<file path="config.mk">
export PLATFORM = sky130hd
export DESIGN_NAME = telemetry_cfg_regs
export DESIGN_NICKNAME = d
export VERILOG_FILES = /design/src/telemetry_cfg_pkg.sv /design/src/sample_holder.sv /design/src/telemetry_cfg_regs.sv
export VERILOG_INCLUDE_DIRS = /design/src
export SDC_FILE = /design/constraint.sdc
export NUM_CORES = 1
export LEC_CHECK = 0
export CAP_MARGIN = 40
export CORE_MARGIN = 8
export CORE_UTILIZATION = 60
export DETAILED_ROUTE_END_ITERATION = 10
export DONT_BUFFER_PORTS = 1
export GPL_ROUTABILITY_DRIVEN = 0
export GPL_TIMING_DRIVEN = 0
export PLACE_DENSITY_LB_ADDON = 0.15
export SKIP_LAST_GASP = 1
export SYNTH_ARGS = -nofsm -noshare
export SYNTH_HDL_FRONTEND = slang
export SYNTH_SLANG_ARGS = --single-unit
</file>
<file path="constraint.sdc">
create_clock -name mclk -period 7.4 [get_ports mclk]
set_input_delay 1.11 -clock mclk [delete_from_list [all_inputs] [get_ports mclk]]
set_output_delay 1.11 -clock mclk [all_outputs]
set_load 0.005 [all_outputs]
</file>
<file path="src/telemetry_cfg_params.svh">
// offsets, field positions, the ack value and timing counts for the telemetry and config bank
`ifndef TELEMETRY_CFG_PARAMS_SVH
`define TELEMETRY_CFG_PARAMS_SVH
`define CMD_INPUT_VOLTAGE 8'h88
`define CMD_INPUT_CURRENT 8'h89
`define CMD_OUTPUT_VOLTAGE 8'h8B
`define CMD_OUTPUT_CURRENT 8'h8C
`define CMD_DIE_TEMPERATURE 8'h8D
`define CMD_INPUT_POWER 8'h97
`define CMD_SYSTEM_CONFIG 8'hA0
`define CMD_STORE_ALL 8'h15
`define CFG_FORCED_CONT_BIT 7
`define CFG_CTRL_SRC_HI 6
`define CFG_CTRL_SRC_LO 5
`define CFG_SOFT_STOP_BIT 4
`define CFG_PG_DELAY_HI 3
`define CFG_PG_DELAY_LO 2
`define CFG_VID_ADDR_OVR_BIT 1
`define CFG_BUS_ADDR_OVR_BIT 0
`define CLK_MHZ 250
`define SLOW_PERIOD_US 190
`define FAST_PERIOD_US 95
`define SLOW_PERIOD_CYC (`SLOW_PERIOD_US * `CLK_MHZ)
`define FAST_PERIOD_CYC (`FAST_PERIOD_US * `CLK_MHZ)
`define PG_DELAY_0P5_US 500
`define PG_DELAY_1P0_US 1000
`define PG_DELAY_2P0_US 2000
`define PG_DELAY_0P5_CYC (`PG_DELAY_0P5_US * `CLK_MHZ)
`define PG_DELAY_1P0_CYC (`PG_DELAY_1P0_US * `CLK_MHZ)
`define PG_DELAY_2P0_CYC (`PG_DELAY_2P0_US * `CLK_MHZ)
`define RESP_ACK 1'b1
`endif

</file>
<file path="src/telemetry_cfg_pkg.sv">
// types shared by the telemetry and config bank
`default_nettype none
package telemetry_cfg_pkg;
  typedef enum logic [1:0] {
    src_vid_both = 2'b00,
    src_vid_volt_bus_ofs = 2'b01,
    src_bus_both = 2'b10,
    src_bus_both_alt = 2'b11
  } ctrl_source_t;
  typedef enum logic [1:0] {
    pg_delay_0 = 2'b00,
    pg_delay_0p5 = 2'b01,
    pg_delay_1p0 = 2'b10,
    pg_delay_2p0 = 2'b11
  } pg_delay_t;
endpackage : telemetry_cfg_pkg
`default_nettype wire

</file>
<file path="src/sample_holder.sv">
// periodic sampler: latches one telemetry byte each refresh period
`default_nettype none
module sample_holder #(
  parameter int PERIOD = 1000
) (
  input wire logic mclk,
  input wire logic resetn,
  input wire logic [7:0] raw,
  input wire logic hold,
  output logic [7:0] value_r
);
  localparam int CW = $clog2(PERIOD + 1);
  logic [CW-1:0] count_r;
  logic pending_r;
  logic [7:0] fresh_r;

  // --------------------------------------------------------------
  // period counter and capture
  // --------------------------------------------------------------
  always_ff @(posedge mclk) begin
    if (!resetn) begin
      count_r <= '0;
    end else if (count_r == CW'(PERIOD - 1)) begin
      count_r <= '0;
    end else begin
      count_r <= count_r + 1'b1;
    end
  end

  // a sample due during a read waits until the read ends, so the byte stays whole
  always_ff @(posedge mclk) begin
    if (!resetn) begin
      pending_r <= 1'b0;
      fresh_r <= 8'h00;
      value_r <= 8'h00;
    end else begin
      if (count_r == CW'(PERIOD - 1)) begin
        fresh_r <= raw;
        pending_r <= 1'b1;
      end
      if (pending_r && !hold) begin
        value_r <= fresh_r;
        if (count_r != CW'(PERIOD - 1)) begin
          pending_r <= 1'b0;
        end
      end
    end
  end
endmodule : sample_holder
`default_nettype wire

</file>
<file path="src/telemetry_cfg_regs.sv">
// telemetry readings and system configuration command registers
//
// Behaviour
// - input voltage byte, read only, refreshed every 190 us
// - input current byte, read only, refreshed every 95 us
// - output voltage byte, read only, refreshed every 190 us
// - output voltage range follows resolution; byte passed through unscaled
// - output current byte, read only, refreshed every 95 us
// - die temperature byte, read only, refreshed every 190 us
// - input power byte, read only, refreshed every 95 us
// - input current span set by sense resistor setting; byte passed unscaled
// - input power span set by full-scale setting; byte passed unscaled
// - config byte is read/write and loads its reset value from nvm
// - bit 7 picks forced continuous or discontinuous light-load mode
// - source 00: vid link drives both; voltage writes ignored, offset nacked
// - source 01: vid voltage, bus offset; vid offset writes ignored
// - source 1x: bus drives both; vid offset and set-voltage ignored
// - bit 4 low stops at once, zero turn-off delay; high uses ramp
// - bits 3:2 choose power-good delay 0, 0.5, 1.0, 2.0 ms
// - bit 1 drives the vid link address override
// - bit 0 picks strap or nvm address source
// - mode, source, soft-stop, delay fields apply only while switching off
// - address override bits apply after store-all then power cycle
`default_nettype none
`include "telemetry_cfg_params.svh"
module telemetry_cfg_regs
  import telemetry_cfg_pkg::*;
#(
  parameter int SLOW_PERIOD = `SLOW_PERIOD_CYC,
  parameter int FAST_PERIOD = `FAST_PERIOD_CYC,
  parameter int PG_0P5 = `PG_DELAY_0P5_CYC,
  parameter int PG_1P0 = `PG_DELAY_1P0_CYC,
  parameter int PG_2P0 = `PG_DELAY_2P0_CYC
) (
  // clock and reset
  input wire logic mclk,
  input wire logic resetn,
  // command port from the bus interface
  input wire logic cmd_valid,
  input wire logic cmd_write,
  input wire logic [7:0] cmd_code,
  input wire logic [7:0] cmd_wdata,
  input wire logic read_busy,
  output logic [7:0] cmd_rdata,
  output logic cmd_ack,
  output logic cmd_done,
  // nvm power-on image and store
  input wire logic [7:0] nvm_config,
  output logic [7:0] nvm_store_data,
  output logic nvm_store,
  // raw measurements from the analog chain
  input wire logic [7:0] raw_input_voltage,
  input wire logic [7:0] raw_input_current,
  input wire logic [7:0] raw_output_voltage,
  input wire logic [7:0] raw_output_current,
  input wire logic [7:0] raw_die_temperature,
  input wire logic [7:0] raw_input_power,
  // power stage status and requests
  input wire logic switching_on,
  input wire logic soft_start_done,
  input wire logic vid_voltage_valid,
  input wire logic vid_offset_valid,
  input wire logic bus_voltage_valid,
  input wire logic bus_offset_valid,
  // applied configuration
  output logic forced_continuous_select,
  output logic [1:0] control_source_select,
  output logic soft_stop_enable,
  output logic power_good_output,
  output logic bus_address_override,
  output logic vid_link_address_override,
  output logic voltage_from_bus,
  output logic offset_from_bus,
  output logic voltage_update,
  output logic offset_update
);
  // ------------------------------------------------------------
  // telemetry samplers
  // ------------------------------------------------------------
  localparam int NCH = 6;
  logic [7:0] raw_sync1_r [NCH];
  logic [7:0] raw_sync2_r [NCH];
  logic [7:0] sample [NCH];
  logic [7:0] raw_in [NCH];
  assign raw_in[0] = raw_input_voltage;
  assign raw_in[1] = raw_input_current;
  assign raw_in[2] = raw_output_voltage;
  assign raw_in[3] = raw_output_current;
  assign raw_in[4] = raw_die_temperature;
  assign raw_in[5] = raw_input_power;

  // analog side is asynchronous: two flops per byte before sampling
  always_ff @(posedge mclk) begin
    for (int i = 0; i < NCH; i++) begin
      raw_sync1_r[i] <= raw_in[i];
      raw_sync2_r[i] <= raw_sync1_r[i];
    end
  end

  // channels 0,2,4 slow, 1,3,5 fast
  sample_holder #(.PERIOD(SLOW_PERIOD)) u_vin (
    .mclk(mclk), .resetn(resetn), .raw(raw_sync2_r[0]), .hold(read_busy),
    .value_r(sample[0]));
  sample_holder #(.PERIOD(FAST_PERIOD)) u_iin (
    .mclk(mclk), .resetn(resetn), .raw(raw_sync2_r[1]), .hold(read_busy),
    .value_r(sample[1]));
  sample_holder #(.PERIOD(SLOW_PERIOD)) u_vout (
    .mclk(mclk), .resetn(resetn), .raw(raw_sync2_r[2]), .hold(read_busy),
    .value_r(sample[2]));
  sample_holder #(.PERIOD(FAST_PERIOD)) u_iout (
    .mclk(mclk), .resetn(resetn), .raw(raw_sync2_r[3]), .hold(read_busy),
    .value_r(sample[3]));
  sample_holder #(.PERIOD(SLOW_PERIOD)) u_temp (
    .mclk(mclk), .resetn(resetn), .raw(raw_sync2_r[4]), .hold(read_busy),
    .value_r(sample[4]));
  sample_holder #(.PERIOD(FAST_PERIOD)) u_pin (
    .mclk(mclk), .resetn(resetn), .raw(raw_sync2_r[5]), .hold(read_busy),
    .value_r(sample[5]));

  // ------------------------------------------------------------
  // input synchronisers for power stage status
  // ------------------------------------------------------------
  logic [5:0] st_sync1_r;
  logic [5:0] st_sync2_r;
  always_ff @(posedge mclk) begin
    st_sync1_r <= {switching_on, soft_start_done, vid_voltage_valid,
                   vid_offset_valid, bus_voltage_valid, bus_offset_valid};
    st_sync2_r <= st_sync1_r;
  end
  logic sw_on;
  logic ss_done;
  assign sw_on = st_sync2_r[5];
  assign ss_done = st_sync2_r[4];

  // ------------------------------------------------------------
  // config register: stored image
  // ------------------------------------------------------------
  logic load_done_r;
  logic [7:0] cfg_r;
  logic cfg_wr;
  assign cfg_wr = cmd_valid && cmd_write && cmd_code == `CMD_SYSTEM_CONFIG;

  // nvm image caught by a clocked load after release, not by the reset itself
  always_ff @(posedge mclk) begin
    if (!resetn) begin
      load_done_r <= 1'b0;
      cfg_r <= 8'h00;
    end else if (!load_done_r) begin
      load_done_r <= 1'b1;
      cfg_r <= nvm_config;
    end else if (cfg_wr) begin
      cfg_r <= cmd_wdata;
    end
  end

  // ------------------------------------------------------------
  // applied fields: live copy follows storage only while idle
  // ------------------------------------------------------------
  logic [5:0] live_r;
  always_ff @(posedge mclk) begin
    if (!resetn) begin
      live_r <= 6'h00;
    end else if (load_done_r && !sw_on) begin
      live_r <= cfg_r[`CFG_FORCED_CONT_BIT:`CFG_PG_DELAY_LO];
    end
  end

  // address override bits latched once at power-on only
  logic [1:0] addr_ovr_r;
  logic addr_taken_r;
  always_ff @(posedge mclk) begin
    if (!resetn) begin
      addr_ovr_r <= 2'b00;
      addr_taken_r <= 1'b0;
    end else if (!addr_taken_r && load_done_r) begin
      addr_ovr_r <= cfg_r[`CFG_VID_ADDR_OVR_BIT:`CFG_BUS_ADDR_OVR_BIT];
      addr_taken_r <= 1'b1;
    end
  end

  always_ff @(posedge mclk) begin
    if (!resetn) begin
      forced_continuous_select <= 1'b0;
      control_source_select <= 2'b00;
      soft_stop_enable <= 1'b0;
      bus_address_override <= 1'b0;
      vid_link_address_override <= 1'b0;
    end else begin
      forced_continuous_select <= live_r[5];
      control_source_select <= live_r[4:3];
      soft_stop_enable <= live_r[2];
      bus_address_override <= addr_ovr_r[0];
      vid_link_address_override <= addr_ovr_r[1];
    end
  end

  // ------------------------------------------------------------
  // control source steering
  // ------------------------------------------------------------
  ctrl_source_t src;
  assign src = ctrl_source_t'(live_r[4:3]);
  always_ff @(posedge mclk) begin
    if (!resetn) begin
      voltage_from_bus <= 1'b0;
      offset_from_bus <= 1'b0;
      voltage_update <= 1'b0;
      offset_update <= 1'b0;
    end else begin
      case (src)
        src_vid_both: begin
          voltage_from_bus <= 1'b0;
          offset_from_bus <= 1'b0;
          voltage_update <= st_sync2_r[3];
          offset_update <= st_sync2_r[2];
        end
        src_vid_volt_bus_ofs: begin
          voltage_from_bus <= 1'b0;
          offset_from_bus <= 1'b1;
          voltage_update <= st_sync2_r[3];
          offset_update <= st_sync2_r[0];
        end
        src_bus_both, src_bus_both_alt: begin
          voltage_from_bus <= 1'b1;
          offset_from_bus <= 1'b1;
          voltage_update <= st_sync2_r[1];
          offset_update <= st_sync2_r[0];
        end
        default: begin
          voltage_from_bus <= 1'b0;
          offset_from_bus <= 1'b0;
          voltage_update <= 1'b0;
          offset_update <= 1'b0;
        end
      endcase
    end
  end

  // ------------------------------------------------------------
  // power-good delay after soft start
  // ------------------------------------------------------------
  localparam int PGW = $clog2(PG_2P0 + 1);
  logic [PGW-1:0] pg_count_r;
  logic [PGW-1:0] pg_target;
  always_comb begin
    case (pg_delay_t'(live_r[1:0]))
      pg_delay_0: pg_target = '0;
      pg_delay_0p5: pg_target = PGW'(PG_0P5);
      pg_delay_1p0: pg_target = PGW'(PG_1P0);
      pg_delay_2p0: pg_target = PGW'(PG_2P0);
      default: pg_target = '0;
    endcase
  end

  // count parks at the target, so power good stays up until either status drops
  always_ff @(posedge mclk) begin
    if (!resetn) begin
      pg_count_r <= '0;
      power_good_output <= 1'b0;
    end else if (!ss_done || !sw_on) begin
      pg_count_r <= '0;
      power_good_output <= 1'b0;
    end else if (pg_count_r >= pg_target) begin
      power_good_output <= 1'b1;
    end else begin
      pg_count_r <= pg_count_r + 1'b1;
    end
  end

  // ------------------------------------------------------------
  // command port: reads, acks, store-all
  // ------------------------------------------------------------
  always_ff @(posedge mclk) begin
    if (!resetn) begin
      cmd_rdata <= 8'h00;
      cmd_ack <= 1'b0;
      cmd_done <= 1'b0;
      nvm_store <= 1'b0;
      nvm_store_data <= 8'h00;
    end else begin
      cmd_done <= cmd_valid;
      cmd_ack <= 1'b0;
      nvm_store <= 1'b0;
      if (cmd_valid && !cmd_write) begin
        cmd_ack <= `RESP_ACK;
        case (cmd_code)
          `CMD_INPUT_VOLTAGE: cmd_rdata <= sample[0];
          `CMD_INPUT_CURRENT: cmd_rdata <= sample[1];
          `CMD_OUTPUT_VOLTAGE: cmd_rdata <= sample[2];
          `CMD_OUTPUT_CURRENT: cmd_rdata <= sample[3];
          `CMD_DIE_TEMPERATURE: cmd_rdata <= sample[4];
          `CMD_INPUT_POWER: cmd_rdata <= sample[5];
          `CMD_SYSTEM_CONFIG: cmd_rdata <= cfg_r;
          default: begin
            cmd_rdata <= 8'h00;
            cmd_ack <= 1'b0;
          end
        endcase
      end else if (cmd_valid && cmd_write) begin
        // telemetry codes have no write; they are nacked
        if (cmd_code == `CMD_SYSTEM_CONFIG) begin
          cmd_ack <= `RESP_ACK;
        end else if (cmd_code == `CMD_STORE_ALL) begin
          cmd_ack <= `RESP_ACK;
          nvm_store <= 1'b1;
          nvm_store_data <= cfg_r;
        end
      end
    end
  end
endmodule : telemetry_cfg_regs
`default_nettype wire

</file>
==> results.txt <==
Final hold vios: 0
Nets: 1,428
RSZ-0062 raised after global routing: false
Final-layout fill cell count: 1,624
Slowest CP cell: o31ai_1
Synth warn: 0
Clock root buffer: clkbuf_16
Grt total ovfl: 0
Worst-Margin Slew: 861.5 ps
DRC violations left: 0
Pins over their slew limit: 0
Core area: 21,550 um^2
Most common cell in the synthesized netlist: dfxtp_1
Largest net degree at the start of global routing: 15
Critical Path AT: 3430 ps
Flops & latches, synth: 370
Post-CTS resize count: 0
Sequential share of power: 0.498
Cts bufs inserted: 37
DP HPWL: 18,800 um
Post-synthesis simple-gate area fraction: 0.1749
Max_cap viols: 0
Mapped Area: 13,040 um^2
H-tree depth: 2
Clock Sinks: 370
Total track usage: 0.1987
DRT Wirelength: 26,610 um
DP Area: 13,390 um^2
Period utilization: 0.4134
Starting Density: 0.6052
Logic pwr share: 0.024
Top-area cell type share of the netlist area: 0.5679
Hold path start: raw_sync1_r[0][6]
Cell variety after synth: 50
Switching Share: 0.2018
First-pass GRT wire length: 42,860 um
Drt pass-1 iters: 5
R2R setup slack: 4340 ps
Post-synth EDFFs: 0
Synth Area in Compound Gates: 0.04221
Synth-to-Final Area Change: 12.91%
I/O Pins: 113
Clk pwr share: 0.478
Required @ worst endpoint: 7770 ps
Max rail drop VDD: 0.0002226 V
Fmax: 0.3269 GHz
Final Power: 0.004148 W
Combinational family with the most area after synthesis: simple AND/OR/NAND/NOR gates
Synth Instances: 1,277
Maximum root-to-sink buffer count: 3
Type of origin of the critical path: flip-flop
Register area share after synthesis: 0.5679
Worst Slack Setup Final: 4341 ps
Worst r2r src: live_r[0]
PD cells: 281.7 nW/um^2
Synth top cells by count: dfxtp_1 (370), nor2_1 (259), mux2i_1 (134)
Rel. slew slack: 0.4257
Setup Slack @ Placement: 4207 ps
Finish-stage setup viols: 0
Ys async rst share: 0
Die area: 26,710 um^2
Critical Path Source: live_r[0]
Slowest stage delay, CP: 580 ps
Post-Route Skew: 13.63 ps
Die Width: 163.4 um
Outcome: finished, final reports clean
Post-synthesis xor/xnor area fraction: 0.06245
Adder-cell area share of the yosys netlist: 0.02782
Synthesized net count: 1,389
Worst-path maximum fanout: 10
Post-CTS Hold Fix Bufs: 0
Leak Pwr: 6.207 nW
Vias: 8,714
Die H: 163.4 um
Rows: 54
Share of post-route cells with drive strength above 1: 0.05585
Setup TNS: 0 ps
Antenna-violating nets left: 0
Top post-synthesis cells by area: dfxtp_1 (57%), mux2i_1 (10%), nor2_1 (7.5%)
Drt first-iter violations: 551
Crit end category: flip-flop
Buffers added on ports: 0
Top cell type by total area after synthesis: dfxtp_1
CP cell instances: ha_1 > inv_1 > ha_1 > a2111oi_0 > inv_1 > o31ai_1 > clkbuf_1 > nand4b_1 > xor2_1 > nor2_1
Clock transition at the registers of the reported paths: 60 ps
Mux contribution to synthesized area: 0.1028
Setup bufs post-CTS: 0
Internal: 0.003311 W
Clk_lat worst skew: 510 ps
Routed len/inst: 16.40 um
Mean Syn Cell Area: 10.21 um^2
DR vias/cell: 5.369
CTS tree: built
Setup CP Type: flip-flop to flip-flop
Vias in the first global route: 8,486
Top_reg_cell synth: dfxtp_1
Tmin final: 3059 ps
HP Class: flip-flop to flip-flop
WHS: 322.2 ps
Final Cell Area: 14,730 um^2
Bufs and invs on worst path: 3
ANT cells: 0
Initial antenna violation count: 1
Switching Power: 0.0008372 W
Worst path top cell family by delay: compound AO/OA/AOI/OAI gates
per-stage QoR:
stage	util	std cells
finish	0.6833	1623
global route	0.6833	1623
CTS	0.6833	1623
detailed placement	0.6214	1557
global placement	0.6214	1557
floorplan	-	1277
cell type report:
type | count | area (um^2) | share of cell area
multi-input cells | 833 | 5350 | 0.3633
well taps | 280 | 350.3 | 0.02379
flip-flops and latches | 370 | 7407 | 0.5029
clock inverters | 12 | 202.7 | 0.01376
plain buffers | 46 | 181.4 | 0.01232
inverters | 28 | 105.1 | 0.007136
clock buffers | 54 | 1131 | 0.07680
flip-flops by register name, indices dropped and copies added, names as in the netlist, 15 cells and up:
signal	flops
u_vout.count_r	16
raw_sync2_r	48
u_iout.count_r	15
pg_count_r	19
u_iin.count_r	15
u_temp.count_r	16
u_vin.count_r	16
raw_sync1_r	48
u_pin.count_r	15
cells by family (layout without fill, tap and decap cells):
group,count (synthesis),count (layout)
simple gates,493,493
flops,370,370
mux,134,134
xor+xnor,93,93
compound gates,84,84
buf+inv,74,140
fa+ha+maj,29,29
metal layers:
layer,vias up,global-route usage,part of all wire
met5,-,0,0.00045
met4,2,0.07923,0.034
met3,58,0.04158,0.068
met2,230,0.3139,0.44
met1,4022,0.2616,0.46
li1,4402,-,-
power groups by stage:
stage | logic, W | clock network (W) | registers (W)
6_report | 0.0000983 | 0.00198 | 0.00207
5_1_grt | 0.000111 | 0.00211 | 0.00207
4_1_cts | 0.0000994 | 0.00202 | 0.00207
3_5_place_dp | 0.0000987 | 0 | 0.00211
3_3_place_gp | 0.0000968 | 0 | 0.00211
2_1_floorplan | 0.0000737 | 0 | 0.00210
path summary, 6_finish.rpt:
path	to	depth (start not counted)
hold / removal	raw_sync2_r[0][6]	0
setup reg to reg	pg_count_r[16]	10
setup / recovery	pg_count_r[16]	10
hold reg to reg	raw_sync2_r[0][6]	0
placed cells by master, fill, tap and decap left out, types with 4 or more instances in the layout:
master     count
dfxtp_1      370
nor2_1       259
mux2i_1      134
nand2_1       56
xor2_1        52
nand3_1       47
clkbuf_1      43
xnor2_1       41
clkbuf_16     38
ha_1          29
inv_1         27
and3_1        27
nand4_1       26
a21oi_1       22
o21ai_0       20
a211oi_1      16
and2_1        14
nor4_1        13
nand2b_1      12
clkbuf_8      12
nor3_1         8
a22o_1         8
o22ai_1        8
or3_1          7
buf_1          5
bufinv_16      5
clkinv_2       5
nand4b_1       4
No activity file was read; power rests on OpenSTA's default activity.
